File: src/include/lrc_pkg.sv
// Constants and carrier types for the LCD driver reset control block.
// Assumes a single core clock; no other file depends on outside headers.
package lrc_pkg;

	// ------------------------------------------------------------
	// Register map (AXI4-Lite byte addresses)
	// ------------------------------------------------------------
	localparam logic [7:0] ADDR_CMD = 8'h00;
	localparam logic [7:0] ADDR_STATUS = 8'h04;
	localparam logic [7:0] ADDR_MODE = 8'h08;
	localparam logic [7:0] ADDR_TIMING = 8'h0C;
	localparam logic [7:0] ADDR_IDLE = 8'h10;
	localparam logic [1:0] RESP_OKAY = 2'h0;
	localparam logic [1:0] RESP_SLVERR = 2'h2;

	// Command register bits
	localparam int CMD_SOFT_RESET = 0;
	localparam int CMD_SLEEP_OUT = 1;
	localparam int CMD_DISPLAY_ON = 2;
	localparam int CMD_GRAD_INV = 3;
	localparam int CMD_PARTIAL_ON = 4;
	localparam int CMD_IDLE_ON = 5;
	localparam int CMD_TEAR_ON = 6;
	localparam int CMD_EXT_SYNC = 7;

	// ------------------------------------------------------------
	// Default values after reset
	// ------------------------------------------------------------
	localparam logic [7:0] DEF_MEM_ACCESS = 8'h00;
	localparam logic [7:0] DEF_EXT_PORT = 8'h00;
	localparam logic [7:0] DEF_EXT_SYNC_OFS = 8'h00;
	localparam logic [7:0] DEF_BACK_PORCH = 8'h05;
	localparam logic [8:0] DEF_LINES = 9'h0F0;
	localparam logic [7:0] DEF_FRONT_PORCH = 8'h04;
	localparam logic [7:0] DEF_LINE_CLKS = 8'h41;
	localparam logic [7:0] DEF_DRIVE = 8'h0A;
	localparam logic [7:0] DEF_IDLE_DIV = 8'h01;
	localparam logic [7:0] DEF_IDLE_VFP_ADD = 8'h08;

	// Length of the initialize and auto display-off sequences, in lines
	localparam logic [3:0] INIT_SEQ_LINES = 4'h2;
	localparam logic [3:0] OFF_SEQ_LINES = 4'h4;

	typedef enum {
		LRC_RUN,
		LRC_WAIT_SYNC,
		LRC_INIT_SEQ,
		LRC_OFF_SEQ,
		LRC_HALT
	} lrc_state_t;

	// Command state restored by resets
	typedef struct packed {
		logic sleep;
		logic display_on;
		logic grad_inv;
		logic partial;
		logic idle;
		logic tear_on;
		logic ext_sync;
		logic [7:0] mem_access;
		logic [7:0] ext_port;
		logic [7:0] ext_sync_ofs;
		logic [7:0] back_porch;
		logic [8:0] lines;
		logic [7:0] front_porch;
		logic [7:0] line_clks;
		logic [7:0] drive;
		logic [7:0] idle_div;
		logic [7:0] idle_vfp_add;
	} lrc_cmd_t;

	localparam lrc_cmd_t CMD_DEFAULT = '{
		sleep: 1'b1, display_on: 1'b0, grad_inv: 1'b0, partial: 1'b0,
		idle: 1'b0, tear_on: 1'b0, ext_sync: 1'b0,
		mem_access: DEF_MEM_ACCESS, ext_port: DEF_EXT_PORT,
		ext_sync_ofs: DEF_EXT_SYNC_OFS, back_porch: DEF_BACK_PORCH,
		lines: DEF_LINES, front_porch: DEF_FRONT_PORCH,
		line_clks: DEF_LINE_CLKS, drive: DEF_DRIVE,
		idle_div: DEF_IDLE_DIV, idle_vfp_add: DEF_IDLE_VFP_ADD};

endpackage

File: src/core/lrc_reset_ctl.sv
// Reset control for the LCD driver: hardware and soft reset paths,
// command defaults, power-off flag, horizontal sync, AXI4-Lite registers.
// Assumes CORE_CLK free running and select pins static between resets.
//
// The register addresses and the AXI4-Lite slave port are this design's own decisions.

module lrc_reset_ctl
	import lrc_pkg::*;
(
	input wire logic CORE_CLK,
	input wire logic RST,
	input wire logic HARD_RESET_N_PIN,
	input wire logic INIT_SELECT_PIN,
	input wire logic RESET_SEQUENCE_SELECT_PIN,
	input wire logic [7:0] AWADDR,
	input wire logic AWVALID,
	output logic AWREADY,
	input wire logic [31:0] WDATA,
	input wire logic [3:0] WSTRB,
	input wire logic WVALID,
	output logic WREADY,
	output logic [1:0] BRESP,
	output logic BVALID,
	input wire logic BREADY,
	input wire logic [7:0] ARADDR,
	input wire logic ARVALID,
	output logic ARREADY,
	output logic [31:0] RDATA,
	output logic [1:0] RRESP,
	output logic RVALID,
	input wire logic RREADY,
	output logic POWER_OFF_FLAG_OUT,
	output logic LINE_SYNC,
	output logic HALTED
);

	// ------------------------------------------------------------
	// Hard reset pin release synchronizer
	// ------------------------------------------------------------
	logic hr_meta;
	logic hr_sync;
	logic hard_rst;

	// Assert at once, release only on a clock edge so state leaves together
	always_ff @(posedge CORE_CLK or posedge RST)
	begin
		if (RST)
		begin
			hr_meta <= 1'b0;
			hr_sync <= 1'b0;
		end
		else
		begin
			hr_meta <= HARD_RESET_N_PIN;
			hr_sync <= hr_meta;
		end
	end

	// Pin low acts combinationally on the reset of all state except the synchronizer
	assign hard_rst = RST | ~HARD_RESET_N_PIN | ~hr_sync;

	// ------------------------------------------------------------
	// Registers and state
	// ------------------------------------------------------------
	lrc_cmd_t cmd;
	lrc_state_t state;
	logic [7:0] hclk_cnt;
	logic [3:0] seq_cnt;
	logic soft_req;
	logic init_sel;
	logic seq_sel;
	logic wr_aw_done;
	logic wr_w_done;
	logic [7:0] wr_addr;
	logic [31:0] wr_data;
	logic wr_fire;
	logic [31:0] rd_word;

	function automatic logic [7:0] merge_byte(input logic [7:0] old,
		input logic [7:0] nw, input logic en);
		merge_byte = en ? nw : old;
	endfunction

	// Soft reset values: special commands (timing/port set-up) are
	// kept when init select is high; only the mode flags reinitialize.
	function automatic lrc_cmd_t soft_defaults(input lrc_cmd_t cur,
		input logic init);
		lrc_cmd_t r;
		r = CMD_DEFAULT;
		if (init)
		begin
			r = cur;
			r.sleep = CMD_DEFAULT.sleep;
			r.display_on = CMD_DEFAULT.display_on;
			r.grad_inv = CMD_DEFAULT.grad_inv;
			r.ext_sync = CMD_DEFAULT.ext_sync;
			r.partial = CMD_DEFAULT.partial;
			r.idle = CMD_DEFAULT.idle;
			r.tear_on = CMD_DEFAULT.tear_on;
		end
		soft_defaults = r;
	endfunction

	// ------------------------------------------------------------
	// Internal horizontal sync
	// ------------------------------------------------------------
	always_ff @(posedge CORE_CLK or posedge hard_rst)
	begin
		if (hard_rst)
			hclk_cnt <= 8'h00;
		else if (hclk_cnt >= cmd.line_clks - 8'h01)
			hclk_cnt <= 8'h00;
		else
			hclk_cnt <= hclk_cnt + 8'h01;
	end

	assign LINE_SYNC = (hclk_cnt == 8'h00);

	// ------------------------------------------------------------
	// AXI4-Lite write channel
	// ------------------------------------------------------------
	assign AWREADY = ~wr_aw_done & ~BVALID;
	assign WREADY = ~wr_w_done & ~BVALID;
	assign wr_fire = wr_aw_done & wr_w_done & ~BVALID;

	always_ff @(posedge CORE_CLK or posedge hard_rst)
	begin
		if (hard_rst)
		begin
			wr_aw_done <= 1'b0;
			wr_w_done <= 1'b0;
			wr_addr <= 8'h00;
			wr_data <= 32'h0000_0000;
			BVALID <= 1'b0;
			BRESP <= RESP_OKAY;
		end
		else
		begin
			if (AWVALID && AWREADY)
			begin
				wr_aw_done <= 1'b1;
				wr_addr <= AWADDR;
			end
			if (WVALID && WREADY)
			begin
				wr_w_done <= 1'b1;
				wr_data <= {merge_byte(wr_data[31:24], WDATA[31:24], WSTRB[3]),
					merge_byte(wr_data[23:16], WDATA[23:16], WSTRB[2]),
					merge_byte(wr_data[15:8], WDATA[15:8], WSTRB[1]),
					merge_byte(wr_data[7:0], WDATA[7:0], WSTRB[0])};
			end
			if (wr_fire)
			begin
				wr_aw_done <= 1'b0;
				wr_w_done <= 1'b0;
				BVALID <= 1'b1;
				BRESP <= (wr_addr == ADDR_STATUS) ? RESP_SLVERR : RESP_OKAY;
			end
			else if (BVALID && BREADY)
				BVALID <= 1'b0;
		end
	end

	// ------------------------------------------------------------
	// Command state and reset sequencing
	// ------------------------------------------------------------
	always_ff @(posedge CORE_CLK or posedge hard_rst)
	begin
		if (hard_rst)
			cmd <= CMD_DEFAULT;
		else if (state == LRC_HALT && seq_cnt == 4'h0)
			cmd <= soft_defaults(cmd, init_sel);
		else if (state == LRC_RUN && wr_fire)
		begin
			case (wr_addr)
				ADDR_CMD:
				begin
					cmd.sleep <= ~wr_data[CMD_SLEEP_OUT];
					cmd.display_on <= wr_data[CMD_DISPLAY_ON];
					cmd.grad_inv <= wr_data[CMD_GRAD_INV];
					cmd.partial <= wr_data[CMD_PARTIAL_ON];
					cmd.idle <= wr_data[CMD_IDLE_ON];
					cmd.tear_on <= wr_data[CMD_TEAR_ON];
					cmd.ext_sync <= wr_data[CMD_EXT_SYNC];
				end
				ADDR_MODE:
				begin
					cmd.mem_access <= wr_data[7:0];
					cmd.ext_port <= wr_data[15:8];
					cmd.ext_sync_ofs <= wr_data[23:16];
					cmd.drive <= wr_data[31:24];
				end
				ADDR_TIMING:
				begin
					cmd.back_porch <= wr_data[7:0];
					cmd.front_porch <= wr_data[15:8];
					cmd.line_clks <= wr_data[23:16];
					cmd.lines[7:0] <= wr_data[31:24];
				end
				ADDR_IDLE:
				begin
					cmd.idle_div <= wr_data[7:0];
					cmd.idle_vfp_add <= wr_data[15:8];
					cmd.lines[8] <= wr_data[16];
				end
				default:
					cmd <= cmd;
			endcase
		end
	end
	// Video memory lives elsewhere; no reset path reaches it.

	assign soft_req = wr_fire && wr_addr == ADDR_CMD &&
		wr_data[CMD_SOFT_RESET];

	always_ff @(posedge CORE_CLK or posedge hard_rst)
	begin
		if (hard_rst)
		begin
			state <= LRC_RUN;
			seq_cnt <= 4'h0;
			init_sel <= 1'b0;
			seq_sel <= 1'b0;
			POWER_OFF_FLAG_OUT <= 1'b0;
		end
		else
		begin
			case (state)
				LRC_RUN:
					if (soft_req)
					begin
						init_sel <= INIT_SELECT_PIN;
						seq_sel <= RESET_SEQUENCE_SELECT_PIN;
						if (cmd.display_on)
							state <= LRC_WAIT_SYNC;
						else
						begin
							state <= LRC_HALT;
							seq_cnt <= 4'h0;
							POWER_OFF_FLAG_OUT <= 1'b0;
						end
					end
				LRC_WAIT_SYNC:
					if (LINE_SYNC)
					begin
						POWER_OFF_FLAG_OUT <= 1'b1;
						if (init_sel && seq_sel)
						begin
							state <= LRC_OFF_SEQ;
							seq_cnt <= OFF_SEQ_LINES;
						end
						else if (init_sel)
						begin
							state <= LRC_INIT_SEQ;
							seq_cnt <= INIT_SEQ_LINES;
						end
						else
						begin
							state <= LRC_HALT;
							seq_cnt <= 4'h0;
						end
					end
				LRC_INIT_SEQ, LRC_OFF_SEQ:
					if (LINE_SYNC)
					begin
						if (seq_cnt == 4'h1)
							state <= LRC_HALT;
						seq_cnt <= seq_cnt - 4'h1;
					end
				LRC_HALT:
					// One cycle applies defaults, then normal service resumes
					state <= LRC_RUN;
				default:
					state <= LRC_RUN;
			endcase
		end
	end

	assign HALTED = (state != LRC_RUN);

	// ------------------------------------------------------------
	// AXI4-Lite read channel
	// ------------------------------------------------------------
	always_comb
	begin
		case (ARADDR)
			ADDR_CMD:
				rd_word = {24'h00_0000, cmd.ext_sync, cmd.tear_on, cmd.idle,
					cmd.partial, cmd.grad_inv, cmd.display_on, ~cmd.sleep,
					1'b0};
			ADDR_STATUS:
				rd_word = {22'h00_0000, hclk_cnt, HALTED, POWER_OFF_FLAG_OUT};
			ADDR_MODE:
				rd_word = {cmd.drive, cmd.ext_sync_ofs, cmd.ext_port,
					cmd.mem_access};
			ADDR_TIMING:
				rd_word = {cmd.lines[7:0], cmd.line_clks, cmd.front_porch,
					cmd.back_porch};
			ADDR_IDLE:
				rd_word = {15'h0000, cmd.lines[8], cmd.idle_vfp_add,
					cmd.idle_div};
			default:
				rd_word = 32'h0000_0000;
		endcase
	end

	assign ARREADY = ~RVALID;

	always_ff @(posedge CORE_CLK or posedge hard_rst)
	begin
		if (hard_rst)
		begin
			RVALID <= 1'b0;
			RDATA <= 32'h0000_0000;
			RRESP <= RESP_OKAY;
		end
		else if (ARVALID && ARREADY)
		begin
			RVALID <= 1'b1;
			RDATA <= rd_word;
			RRESP <= (ARADDR > ADDR_IDLE || ARADDR[1:0] != 2'h0) ?
				RESP_SLVERR : RESP_OKAY;
		end
		else if (RREADY)
			RVALID <= 1'b0;
	end

	// ------------------------------------------------------------
	// Checks
	// ------------------------------------------------------------
	a_pin_low_halt: assert property (@(posedge CORE_CLK)
		!HARD_RESET_N_PIN |=> !POWER_OFF_FLAG_OUT && state == LRC_RUN)
		else $error("state moved while reset pin low");

	a_soft_off_flag: assert property (@(posedge CORE_CLK)
		disable iff (hard_rst) state == LRC_RUN && soft_req &&
		!cmd.display_on |=> state == LRC_HALT && !POWER_OFF_FLAG_OUT)
		else $error("soft reset with display off mishandled");

	a_soft_on_wait: assert property (@(posedge CORE_CLK)
		disable iff (hard_rst) state == LRC_WAIT_SYNC && LINE_SYNC
		|=> POWER_OFF_FLAG_OUT)
		else $error("power-off flag not raised at line sync");

	a_off_seq_len: assert property (@(posedge CORE_CLK)
		disable iff (hard_rst) $rose(state == LRC_OFF_SEQ)
		|-> ##[260:300] state == LRC_HALT)
		else $error("display-off sequence wrong length");

	a_stop_direct: assert property (@(posedge CORE_CLK)
		disable iff (hard_rst) state == LRC_WAIT_SYNC && LINE_SYNC &&
		!init_sel |=> state == LRC_HALT)
		else $error("plain soft reset did not stop");

	a_soft_defaults: assert property (@(posedge CORE_CLK)
		disable iff (hard_rst) state == LRC_HALT && !init_sel
		|=> cmd == CMD_DEFAULT)
		else $error("soft reset left command state");

	a_line_period: assert property (@(posedge CORE_CLK)
		disable iff (hard_rst) LINE_SYNC && cmd.line_clks == DEF_LINE_CLKS
		&& $stable(cmd.line_clks) |-> ##65 LINE_SYNC)
		else $error("line period not 65 clocks");

	a_hard_default: assert property (@(posedge CORE_CLK)
		$fell(hard_rst) |-> cmd == CMD_DEFAULT && cmd.lines == DEF_LINES)
		else $error("defaults missing after hard reset");

	a_release_sync: assert property (@(posedge CORE_CLK)
		disable iff (RST) $rose(HARD_RESET_N_PIN) |=> hard_rst)
		else $error("hard reset released without synchronizer delay");

endmodule // lrc_reset_ctl

File: config.mk
export PLATFORM = sky130hd
export DESIGN_NAME = lrc_reset_ctl
export DESIGN_NICKNAME = d
export VERILOG_FILES = /design/src/include/lrc_pkg.sv /design/src/core/lrc_reset_ctl.sv
export SDC_FILE = /design/constraint.sdc
export NUM_CORES = 1
export LEC_CHECK = 0
export BUFFER_PORTS_ARGS = -buffer_cell sky130_fd_sc_hd__buf_2
export CAP_MARGIN = 25
export CORE_MARGIN = 2
export CORE_UTILIZATION = 63
export CTS_CLUSTER_DIAMETER = 30
export DETAILED_ROUTE_END_ITERATION = 12
export GPL_TIMING_DRIVEN = 0
export PLACE_DENSITY = 0.95
export SKIP_CTS_REPAIR_TIMING = 1
export SYNTH_ARGS = -nofsm -noshare
export SYNTH_HDL_FRONTEND = slang
export SYNTH_SLANG_ARGS = --single-unit
File: constraint.sdc
create_clock -name CORE_CLK -period 14 [get_ports CORE_CLK]
set_clock_uncertainty 0.15 [all_clocks]
set_input_delay 1.4 -clock CORE_CLK [delete_from_list [all_inputs] [get_ports CORE_CLK]]
set_output_delay 1.4 -clock CORE_CLK [all_outputs]
set_load 0.01 [all_outputs]
# Word level (Yosys, flattened, before mapping)
# Index checks and enable logic that the tools add are counted.
[classes]
bitwise = 14
addsub = 3
eq_ne = 19
n_lt_le_gt_ge = 2
muxes = 41
reduce_logical = 42
[ops]
columns = ["op", "n"]
rows = [
  ["$mux 88", 2],
  ["$pmux 32 s5", 1],
  ["$mux 32", 4],
  ["$pmux 32 s3", 1],
  ["$mux 81", 1],
  ["$eq 32x2->1 const B", 2],
  ["$logic_not 32->1", 2],
  ["$mux 24", 2],
  ["$eq 32x1->1 const B", 1],
  ["$eq 32x4->1 const B", 1],
  ["$eq 8x4->1 const B", 4],
  ["$reduce_bool 32->1", 1],
  ["$logic_not 8->1", 3],
  ["$mux 8", 3],
  ["$reduce_bool 2->1", 11],
  ["$eq 8x3->1 const B", 2],
  ["$eq 8x5->1 const B", 2],
  ["$mux 16", 1],
  ["$mux 4", 4],
  ["$mux 1", 12],
  ["$mux 3", 4],
  ["$ne 2x2->1 const B", 6],
  ["$pmux 4 s3", 1],
  ["$reduce_and 2->1", 6],
  ["other kinds (20)", 44],
]
[word_totals]
word_cells = 159
out_inout_bits = 44
regBits = 217

# Depth between registers and ports, before layout
# Gate-level depths: netlist of run 1.
[depth]
ltp_word = 6
depth_mapped = 9
depth_no_buf = 9

# Worst setup path before layout of run 1
# No wires, ideal clock.
[synth_path]
path_kind = "in2reg"
from = "input port ARADDR[3]"
to = "register RDATA[2]"
setup_ns = 0.132
arrival_ns = 2.854
n_path_buf = 2
setup_slack_ns = 10.865
cell_stages = 6
t_required_ns = 13.718
cell_sequence = "clkbuf_1 -> clkbuf_1 -> mux4_2 -> nor2b_1 -> a31oi_1 -> o21ai_0"
[synth_between]
elab_chain_len = 2
elab_cells_between_ends = 6
classes_between = "eq/ne (4); mux (1); reduce/logical (1)"
[synth_lines]
columns = ["element", "line", "text"]
rows = [
  ["start: declaration", "lrc_reset_ctl.sv:25", "input wire logic [7:0] ARADDR,"],
  ["$eq 8x5->1 (tied with other cells)", "lrc_reset_ctl.sv:286", "case (ARADDR)"],
  ["$pmux 32 s5 (*)", "lrc_reset_ctl.sv:286", ""],
  ["end signal: assignment", "lrc_reset_ctl.sv:320", "RDATA <= rd_word;"],
  ["end: declaration", "lrc_reset_ctl.sv:28", "output logic [31:0] RDATA,"],
]
# Mark *: on every way between the ends. The rest lies on a longest branch, timed or not.
# A chain may end at the register's enable or synchronous reset.

# Worst setup path in the final report of run 1
[layout_path]
from = "register hclk_cnt[0]"
to = "output port LINE_SYNC"
[layout_between]
elab_chain_len = 1
[layout_lines]
columns = ["element", "line", "text"]
rows = [
  ["start: declaration", "lrc_reset_ctl.sv:67", "logic [7:0] hclk_cnt;"],
  ["start signal: assignment", "lrc_reset_ctl.sv:114", "hclk_cnt <= hclk_cnt + 8'h01;"],
  ["$logic_not 8->1", "lrc_reset_ctl.sv:117", "assign LINE_SYNC = (hclk_cnt == 8'h00);"],
  ["end: declaration", "lrc_reset_ctl.sv:33", "output logic LINE_SYNC,"],
]
# Every way passes these cells.

==> flow_summary.toml, run 1 <==
[die]
ioPinCount = 106
dieArea_mm2 = 0.0149
dieHeight_um = 122
initial_core_util = 0.639
die_width_um = 122
coreArea_mm2 = 0.0137
rows = 43

[cts]
cts_inserted_buffers = 17
clk_pin_slew_ns = 0.07
cts.htree.levels = 4
clk_latency_ns = 0.45
cts_sinks = 186
cts_root_buffer = "clkbuf_16"
cts_tree = "done"
clockBufferDepth = 2

[power_and_ir_drop]
p_total_uw = 1800
power_density_mw_per_mm2 = 178
p_clk_frac = 0.263
seqPwrFrac = 0.449
power_frac_comb = 0.288
ir_drop_v = 0.000114
p_sw_uw = 665
switching_share = 0.370
p_leak_uw = 0.00468
power.internal_uw = 1130

[critical_path]
crit_top_cell = "inv_1"
required_ns = 12.45
crit_type = "reg2out"
cp.arrival_ns = 2.54
worstPathMaxFanout = 7
path_buf_inv = 3
critical_path.endpoint_type = "output pin"
path_cells = "inv_1 -> ha_1 -> nor4b_1 -> nand2_1 -> inv_1 -> buf_2"
startpoint_type = "flop"
crit_path_max_incr_delay_ns = 0.74
path_delay_family = "simple AND/OR/NAND/NOR gates"
slowest_stage = "nor4b_1"

[routing]
vias = 7523
dr.pass1.iters = 5
drc = 0
via_per_inst = 6.35
drt-wirelength-per-cell_um = 19.8
drt-initial-drc-count = 883
wl_mm = 23.5
antenna_left = 0

[sta]
final_hold_viol_count = 0
worstMarginPinSlew_ns = 1.08
clock.fmax_ghz = 0.245
rsz0062_at_grt = "false"
period_minus_slack_ns = 4.09
post-route-period-util = 0.292
maxSlewHeadroom = 0.275
tns_ns = 0
slew_viol_final = 0
finalSetupViolations = 0

[place]
place_congestion = 0.938
dp_hpwl_mm = 16.3
io_buffers = 102
dp.cells = 1153

[global_routing]
grt_overflow_total = 0
grt_first_pass_wirelength_mm = 37.6
track_usage = 0.332
antenna_found_initial = 0
first_global_vias = 7270
grt_start_max_net_pins = 73

[logic_synthesis]
syn-cell-area_mm2 = 0.00876
synth_enable_flop_cells = 0
synth.most_common_cell = "dfrtp_1"
syn_area_per_cell_um2 = 10.1
yosys_warnings = 0
synth_top_flop_cell = "dfrtp_1"
synth.distinct_cells = 66
synthCells = 868
yosys-top-cells-count = "dfrtp_1 (172), o21ai_0 (102), nand2_1 (97), inv_1 (62)"
ys_seq_area_frac = 0.533
async_flop_share = 1.00
synth_seq_cells = 186
synth_top_area_cell = "dfrtp_1"
synth_area_leaders = "dfrtp_1 (49%), o21ai_0 (5.8%), mux2i_1 (4.3%), dfstp_2 (4.2%), nand2_1 (4.2%)"
synth_top_area_share = 0.491

[outcome]
status = "complete, no violations"

[cells_and_area]
drive_gt1_frac = 0.205
syn_to_final_growth_pct = 15.6
stdcell_count = 1185
antenna-diode-count = 0
final_nets = 1067
nFillCells = 917

[run]
maxCapViolations = 0

[hold_path]
hp-class = "reg2reg"
-- power groups by stage --
stage	combinational [uW]	sequential, uW	clock (uW)
floorplan	372	765	0
global placement	479	797	0
detailed placement	503	806	0
CTS	512	799	469
global route	575	818	494
finish	518	807	473
-- cell families after synthesis --
family,after synthesis,synth area share
compound gates,231,0.162
mux,59,0.0781
other cells,1,0.000428
simple gates,243,0.138
fa+ha+maj,13,0.0186
buf+inv,123,0.0577
flops,186,0.533
xor+xnor,12,0.0120
-- layout make-up --
type	instances	area, um^2	area share
Tap cell	180	225	0.0222
Clock buffer	19	453	0.0447
Multi-Input combinational cell	560	3590	0.355
Sequential cell	186	4670	0.461
Timing Repair Buffer	104	566	0.0558
Buffer	60	269	0.0266
Clock inverter	13	116	0.0115
Inverter	63	236	0.0233
-- per-stage QoR --
stage,utilization,hold WS [ns],cell area [um^2],setup slack (ns)
2_1_floorplan,-,0.181,8760,6.38
3_3_place_gp,0.692,0.194,9500,4.35
3_5_place_dp,0.697,0.187,9560,10.36
4_1_cts,0.738,0.216,10100,10.0
5_1_grt,0.738,0.227,10100,9.82
6_report,0.738,0.219,10100,9.91
-- final timing paths --
kind,from,endpoint,slack [ns],depth (start not counted)
worst max-delay path,hclk_cnt[0],LINE_SYNC,9.91,6
min in group asynchronous,hr_sync,cmd[12],0.29,1
worst min-delay path,hr_meta,hr_sync,0.22,0
max in group asynchronous,RST,cmd[30],11.43,5
worst min register to register,hr_meta,hr_sync,0.22,0
worst max register to register,state[1],cmd[6],10.79,7
-- placed cells by master (no fill, tap or decap), types with 5 or more instances in the layout --
master	count
a211oi_1	8
a21o_1	5
a21oi_1	11
a22oi_1	11
a2bb2oi_1	7
a31oi_1	8
and3_1	7
buf_1	6
buf_2	107
clkbuf_1	43
clkbuf_16	17
dfrtp_1	172
dfstp_2	14
ha_1	13
inv_1	62
inv_6	5
mux2_2	15
mux2i_1	38
mux4_2	6
nand2_1	97
nand2b_1	5
nand3_1	43
nor2_1	30
nor2b_1	11
nor3_1	11
o211ai_1	32
o21ai_0	102
o21ai_1	22
o21ai_2	7
xnor2_1	5
xor2_1	7
-- sequential cells by signal, indices dropped and copies added (netlist names) --
register and count:
wr_addr 8, hr_meta 1, RVALID 1, BVALID 1, hr_sync 1, init_sel 1, wr_data 32, BRESP 1
seq_sel 1, seq_cnt 4, hclk_cnt 8, wr_aw_done 1, RRESP 1, state 3, RDATA 32, cmd 88
wr_w_done 1, POWER_OFF_FLAG_OUT 1
-- routing by layer --
layer  global-route usage  up-vias  share of wire
met5                    0        -              0
met4                0.129        0          0.037
met3               0.0843       91          0.096
met2                0.534      496           0.48
met1                0.435     3641           0.38
li1                     -     3295              -
-- worst reg2reg max path, stage by stage (launching register included) --
cell and delay, ns:
dfrtp_1 0.41, clkbuf_1 0.23, or2_2 0.38, nor3_1 0.75
or2_2 0.24, clkbuf_1 0.34, clkbuf_1 0.42, o21ai_0 0.15
Power figures use the tool's default switching activity.
==> run 2: changes to the inputs <==
--- a/config.mk
+++ b/config.mk
@@ -5,14 +5,15 @@
 export SDC_FILE = /design/constraint.sdc
 export NUM_CORES = 1
 export LEC_CHECK = 0
+export ABC_AREA = 1
 export BUFFER_PORTS_ARGS = -buffer_cell sky130_fd_sc_hd__buf_2
 export CAP_MARGIN = 25
 export CORE_MARGIN = 2
-export CORE_UTILIZATION = 63
+export CORE_UTILIZATION = 58
 export CTS_CLUSTER_DIAMETER = 30
 export DETAILED_ROUTE_END_ITERATION = 12
 export GPL_TIMING_DRIVEN = 0
-export PLACE_DENSITY = 0.95
+export PLACE_DENSITY = 0.9
 export SKIP_CTS_REPAIR_TIMING = 1
 export SYNTH_ARGS = -nofsm -noshare
 export SYNTH_HDL_FRONTEND = slang
==> constraint.sdc (replaced) <==
create_clock -name CORE_CLK -period 3.8 [get_ports CORE_CLK]
set_clock_uncertainty 0.15 [all_clocks]
set_input_delay 0.38 -clock CORE_CLK [delete_from_list [all_inputs] [get_ports CORE_CLK]]
set_output_delay 0.38 -clock CORE_CLK [all_outputs]
set_load 0.01 [all_outputs]
==> flow_summary.toml, run 2 <==
[critical_path]
critPathCapture = "hclk_cnt[7]"
crit_type = "reg2reg"
rr_worst_depth = 12
setup.worst_path.start = "cmd[24]"
cp.arrival_ns = 2.66
startpoint_type = "flop"
required_ns = 3.96
critical_path.endpoint_type = "flop"
reg2reg_to = "hclk_cnt[7]"
worstPathMaxFanout = 8
r2r_slack_ns = 1.31
r2r_start = "cmd[24]"

[die]
rows = 44
die_width_um = 126
coreArea_mm2 = 0.0145
dieArea_mm2 = 0.0159
ioPinCount = 106
dieHeight_um = 126
initial_core_util = 0.595

[cts]
cts.htree.levels = 4
cts_sinks = 186
clk_latency_ns = 0.44
cts_root_buffer = "clkbuf_16"
clk_pin_slew_ns = 0.07
cts_tree = "done"
clockBufferDepth = 2
cts_inserted_buffers = 17

[global_routing]
grt_first_pass_wirelength_mm = 38.6
grt_overflow_total = 0
grt_start_max_net_pins = 36
first_global_vias = 7846
track_usage = 0.307
antenna_found_initial = 1

[logic_synthesis]
yosys-top-cells-count = "nand2_1 (257), dfrtp_1 (172), nand3_1 (124), nor2_1 (123), inv_1 (51)"
synth_enable_flop_cells = 0
synth_top_flop_cell = "dfrtp_1"
synth_top_area_cell = "dfrtp_1"
synth_area_leaders = "dfrtp_1 (50%), nand2_1 (11%), nand3_1 (7.2%), nor2_1 (5.3%), mux2_2 (4.3%)"
synth.distinct_cells = 36
syn_area_per_cell_um2 = 8.72
synth_top_area_share = 0.498
async_flop_share = 1.00
ys_seq_area_frac = 0.540
synth.most_common_cell = "nand2_1"
synthCells = 992
syn-cell-area_mm2 = 0.00865
synth_seq_cells = 186
yosys_warnings = 0

[cells_and_area]
mostFrequentLayoutCells = "nand2_1 (256), dfrtp_1 (172), nand3_1 (124), nor2_1 (122), buf_2 (117)"
nFillCells = 1105
regMostFlops = "cmd"
drive_gt1_frac = 0.212
largest_reg_flops = 88
layout_commonest_cell = "nand2_1"
final_nets = 1197
syn_to_final_growth_pct = 17.0
largestRegisters = "cmd x88, RDATA x32, wr_data x32"

[sta]
clock.fmax_ghz = 0.401
slew_viol_final = 0
tns_ns = 0
post-route-period-util = 0.657
finalSetupViolations = 0
period_minus_slack_ns = 2.49
holdWs_ns = 0.0164
rsz0062_at_grt = "false"
final_hold_viol_count = 0
worstMarginPinSlew_ns = 0.675
finalWorstSetupSlack_ns = 1.31
maxSlewHeadroom = 0.550

[power_and_ir_drop]
power_density_mw_per_mm2 = 655
p_leak_uw = 0.00519
p_total_uw = 6630
ir_drop_v = 0.000424

[routing]
drc = 0
drt-initial-drc-count = 1036
drt-wirelength-per-cell_um = 17.8
antenna_left = 0
vias = 7825
wl_mm = 23.5
dr.pass1.iters = 6
via_per_inst = 5.93

[place]
dp_hpwl_mm = 16.6
io_buffers = 101
place_congestion = 0.965
place_ws_ns = 1.35

[run]
maxCapViolations = 0

[outcome]
status = "complete, no violations"

[hold_path]
hp-class = "in2reg"
[run 2: stage by stage]
step           instance area (um^2)  std cells   util
6_report                      10100       1320  0.696
5_1_grt                       10100       1319  0.696
4_1_cts                       10100       1316  0.694
3_5_place_dp                   9520       1284  0.655
3_3_place_gp                   9400       1278  0.647
2_1_floorplan                  8670        993      -
[run 2: worst max-delay path, cell delays in order, from the launching register on]
cell and delay [ns]:
dfstp_2 0.56, inv_1 0.10, ha_1 0.24, nand2_1 0.10
nor3_1 0.06, xor2_1 0.16, inv_1 0.06, ha_1 0.27
nand2_1 0.06, nor2_1 0.15, nand4_1 0.09, nand3_1 0.27
nor2_1 0.09
[run 2: cell type report]
| cell class | instances | area, um^2 | area share |
|---|---|---|---|
| flip-flops and latches | 186 | 4670 | 0.462 |
| multi-input cells | 709 | 3540 | 0.350 |
| repair buffers | 110 | 656 | 0.0648 |
| clock buffers | 18 | 439 | 0.0434 |
| plain buffers | 43 | 245 | 0.0242 |
| well taps | 184 | 230 | 0.0227 |
| inverters | 55 | 206 | 0.0204 |
| clock inverters | 14 | 124 | 0.0122 |
| diodes | 1 | 2.50 | 0.000247 |
[run 2: report_power, final]
part	total, uW	switching, uW	leakage, uW	internal, uW
sequential	3060	457	0.00240	2600
clock	1700	784	0.000268	919
combinational	1870	1150	0.00252	715
[run 2: cells by family after synthesis]
kind of cell / Yosys count / synth area share
buf+inv: 98 / 0.0522
flops: 186 / 0.540
xor+xnor: 12 / 0.0122
other cells: 1 / 0.000434
compound gates: 111 / 0.0661
simple gates: 538 / 0.267
fa+ha+maj: 13 / 0.0188
mux: 33 / 0.0430
[run 2: layer usage]
layer | up-vias | wire, um | global-route usage
li1 | 3511 | - | -
met4 | 0 | 1060 | 0.156
met5 | - | 0 | 0
met3 | 103 | 2350 | 0.0735
met1 | 3713 | 8960 | 0.400
met2 | 498 | 11100 | 0.484
[run 2: worst min-delay path by stage]
| stage | start | endpoint | slack (ns) | depth (start not counted) |
|---|---|---|---|---|
| floorplan | RST | hr_meta | -0.03 | 1 |
| global placement | RST | hr_meta | 0.11 | 2 |
| detailed placement | RST | hr_meta | 0.11 | 2 |
| CTS | RST | hr_meta | -0.35 | 2 |
| global route | WDATA[18] | wr_data[18] | 0.01 | 2 |
| finish | WDATA[18] | wr_data[18] | 0.02 | 2 |
==> run 3: changes to the inputs <==
==> constraint.sdc (replaced) <==
create_clock -name CORE_CLK -period 2.6 [get_ports CORE_CLK]
set_clock_uncertainty 0.15 [all_clocks]
set_input_delay 0.26 -clock CORE_CLK [delete_from_list [all_inputs] [get_ports CORE_CLK]]
set_output_delay 0.26 -clock CORE_CLK [all_outputs]
set_load 0.01 [all_outputs]
==> flow_summary.toml, run 3 (synthesis results as in run 2) <==
[power_and_ir_drop]
p_total_uw = 9980
ir_drop_v = 0.000622
p_leak_uw = 0.00541
power_density_mw_per_mm2 = 941

[global_routing]
grt_util_met3 = 0.0756
grt_start_max_net_pins = 35
grt_overflow_total = 0
busiest_layer = "met2"
grt_first_pass_wirelength_mm = 38.5
first_global_vias = 7802
antenna_found_initial = 1
track_usage = 0.306
grtUsageMet2 = 0.500
met1_usage = 0.386

[place]
dp.cells = 1284
dp_hpwl_mm = 16.4
io_buffers = 101
place_congestion = 0.954

[cts]
clk_latency_ns = 0.44
clockBufferDepth = 2
cts_root_buffer = "clkbuf_16"
clk_pin_slew_ns = 0.07
cts_tree = "done"
cts.htree.levels = 4
cts_sinks = 186
cts_inserted_buffers = 17

[cells_and_area]
largest_reg_flops = 88
final_nets = 1241
regMostFlops = "cmd"
syn_to_final_growth_pct = 22.7
stdcell_count = 1364
largestRegisters = "cmd x88, RDATA x32, wr_data x32"
final_core_util = 0.730
mostFrequentLayoutCells = "nand2_1 (256), dfrtp_1 (172), nand3_1 (123), nor2_1 (122), buf_2 (117)"
drive_gt1_frac = 0.205
layout_commonest_cell = "nand2_1"

[critical_path]
path_cells = "inv_1 -> ha_1 -> nand2_1 -> nor3_1 -> xor2_1 -> inv_1 -> ha_1 -> nand2_1 -> nor2_1 -> nand4_1 -> nand3_2 -> a21oi_1"
cp.arrival_ns = 2.62
startpoint_type = "flop"
crit_path_max_incr_delay_ns = 0.56
crit_type = "reg2reg"
path_delay_family = "simple AND/OR/NAND/NOR gates"
required_ns = 2.77
worstPathMaxFanout = 8
slowest_stage = "dfstp_2"
path_buf_inv = 2
critical_path.endpoint_type = "flop"

[die]
ioPinCount = 106
coreArea_mm2 = 0.0145
dieArea_mm2 = 0.0159
initial_core_util = 0.595
die_width_um = 126
dieHeight_um = 126
rows = 44

[routing]
via_per_inst = 5.99
wl_mm = 25.2
drt-initial-drc-count = 1147
vias = 8164
drc = 0
dr.pass1.iters = 5
drt-wirelength-per-cell_um = 18.4
antenna_left = 0

[sta]
maxSlewHeadroom = 0.429
worstMarginPinSlew_ns = 0.855
holdWs_ns = 0.0882
rsz0062_at_grt = "false"
post-route-period-util = 0.943
period_minus_slack_ns = 2.45
final_hold_viol_count = 0
finalSetupViolations = 0
tns_ns = 0
clock.fmax_ghz = 0.408
slew_viol_final = 0

[run]
maxCapViolations = 0

[hold_path]
hp-class = "in2async"

[outcome]
status = "complete, no violations"
[run 3: area by class of cell]
cell class / count / area [um^2]
diodes: 1 / 2.50
plain buffers: 43 / 245
clock buffers: 17 / 425
clock inverters: 15 / 165
fillers: 966 / 3920
inverters: 55 / 206
multi-input cells: 709 / 3540
flip-flops and latches: 186 / 4670
well taps: 184 / 230
repair buffers: 154 / 1120
[run 3: worst paths after layout]
check / from / to / slack (ns) / depth (start not counted)
min in group CORE_CLK: AWVALID / wr_addr[1] / 0.11 / 3
min reg2reg: hr_meta / hr_sync / 0.21 / 0
max reg2reg: cmd[24] / hclk_cnt[6] / 0.15 / 12
min: RST / hr_sync / 0.09 / 3
max in group asynchronous: HARD_RESET_N_PIN / cmd[47] / 0.70 / 7
max: cmd[24] / hclk_cnt[6] / 0.15 / 12
[run 3: routing by layer]
| metal | part of all wire | vias up |
|---|---|---|
| li1 | - | 3598 |
| met1 | 0.37 | 3891 |
| met2 | 0.48 | 548 |
| met3 | 0.10 | 127 |
| met4 | 0.048 | 0 |
| met5 | 0 | - |
[run 3: where the power goes]
part,total (uW),internal (uW),switching [uW],leakage [uW]
Sequential,4490,3800,690,0.00240
Clock,2640,1440,1210,0.000288
Combinational,2850,1100,1750,0.00272
[run 3: through the flow]
| stage | cell area, um^2 | setup WS, ns |
|---|---|---|
| finish | 10600 | 0.148 |
| global route | 10600 | 0.0354 |
| CTS | 10100 | 0.110 |
| detailed placement | 9540 | 0.106 |
| global placement | 9400 | -2.87 |
| floorplan | 8660 | -1.53 |
[run 3: worst min-delay path: stages]
cell and delay (ns):
dlygate4sd3_1 0.53, buf_2 0.14, inv_1 0.08
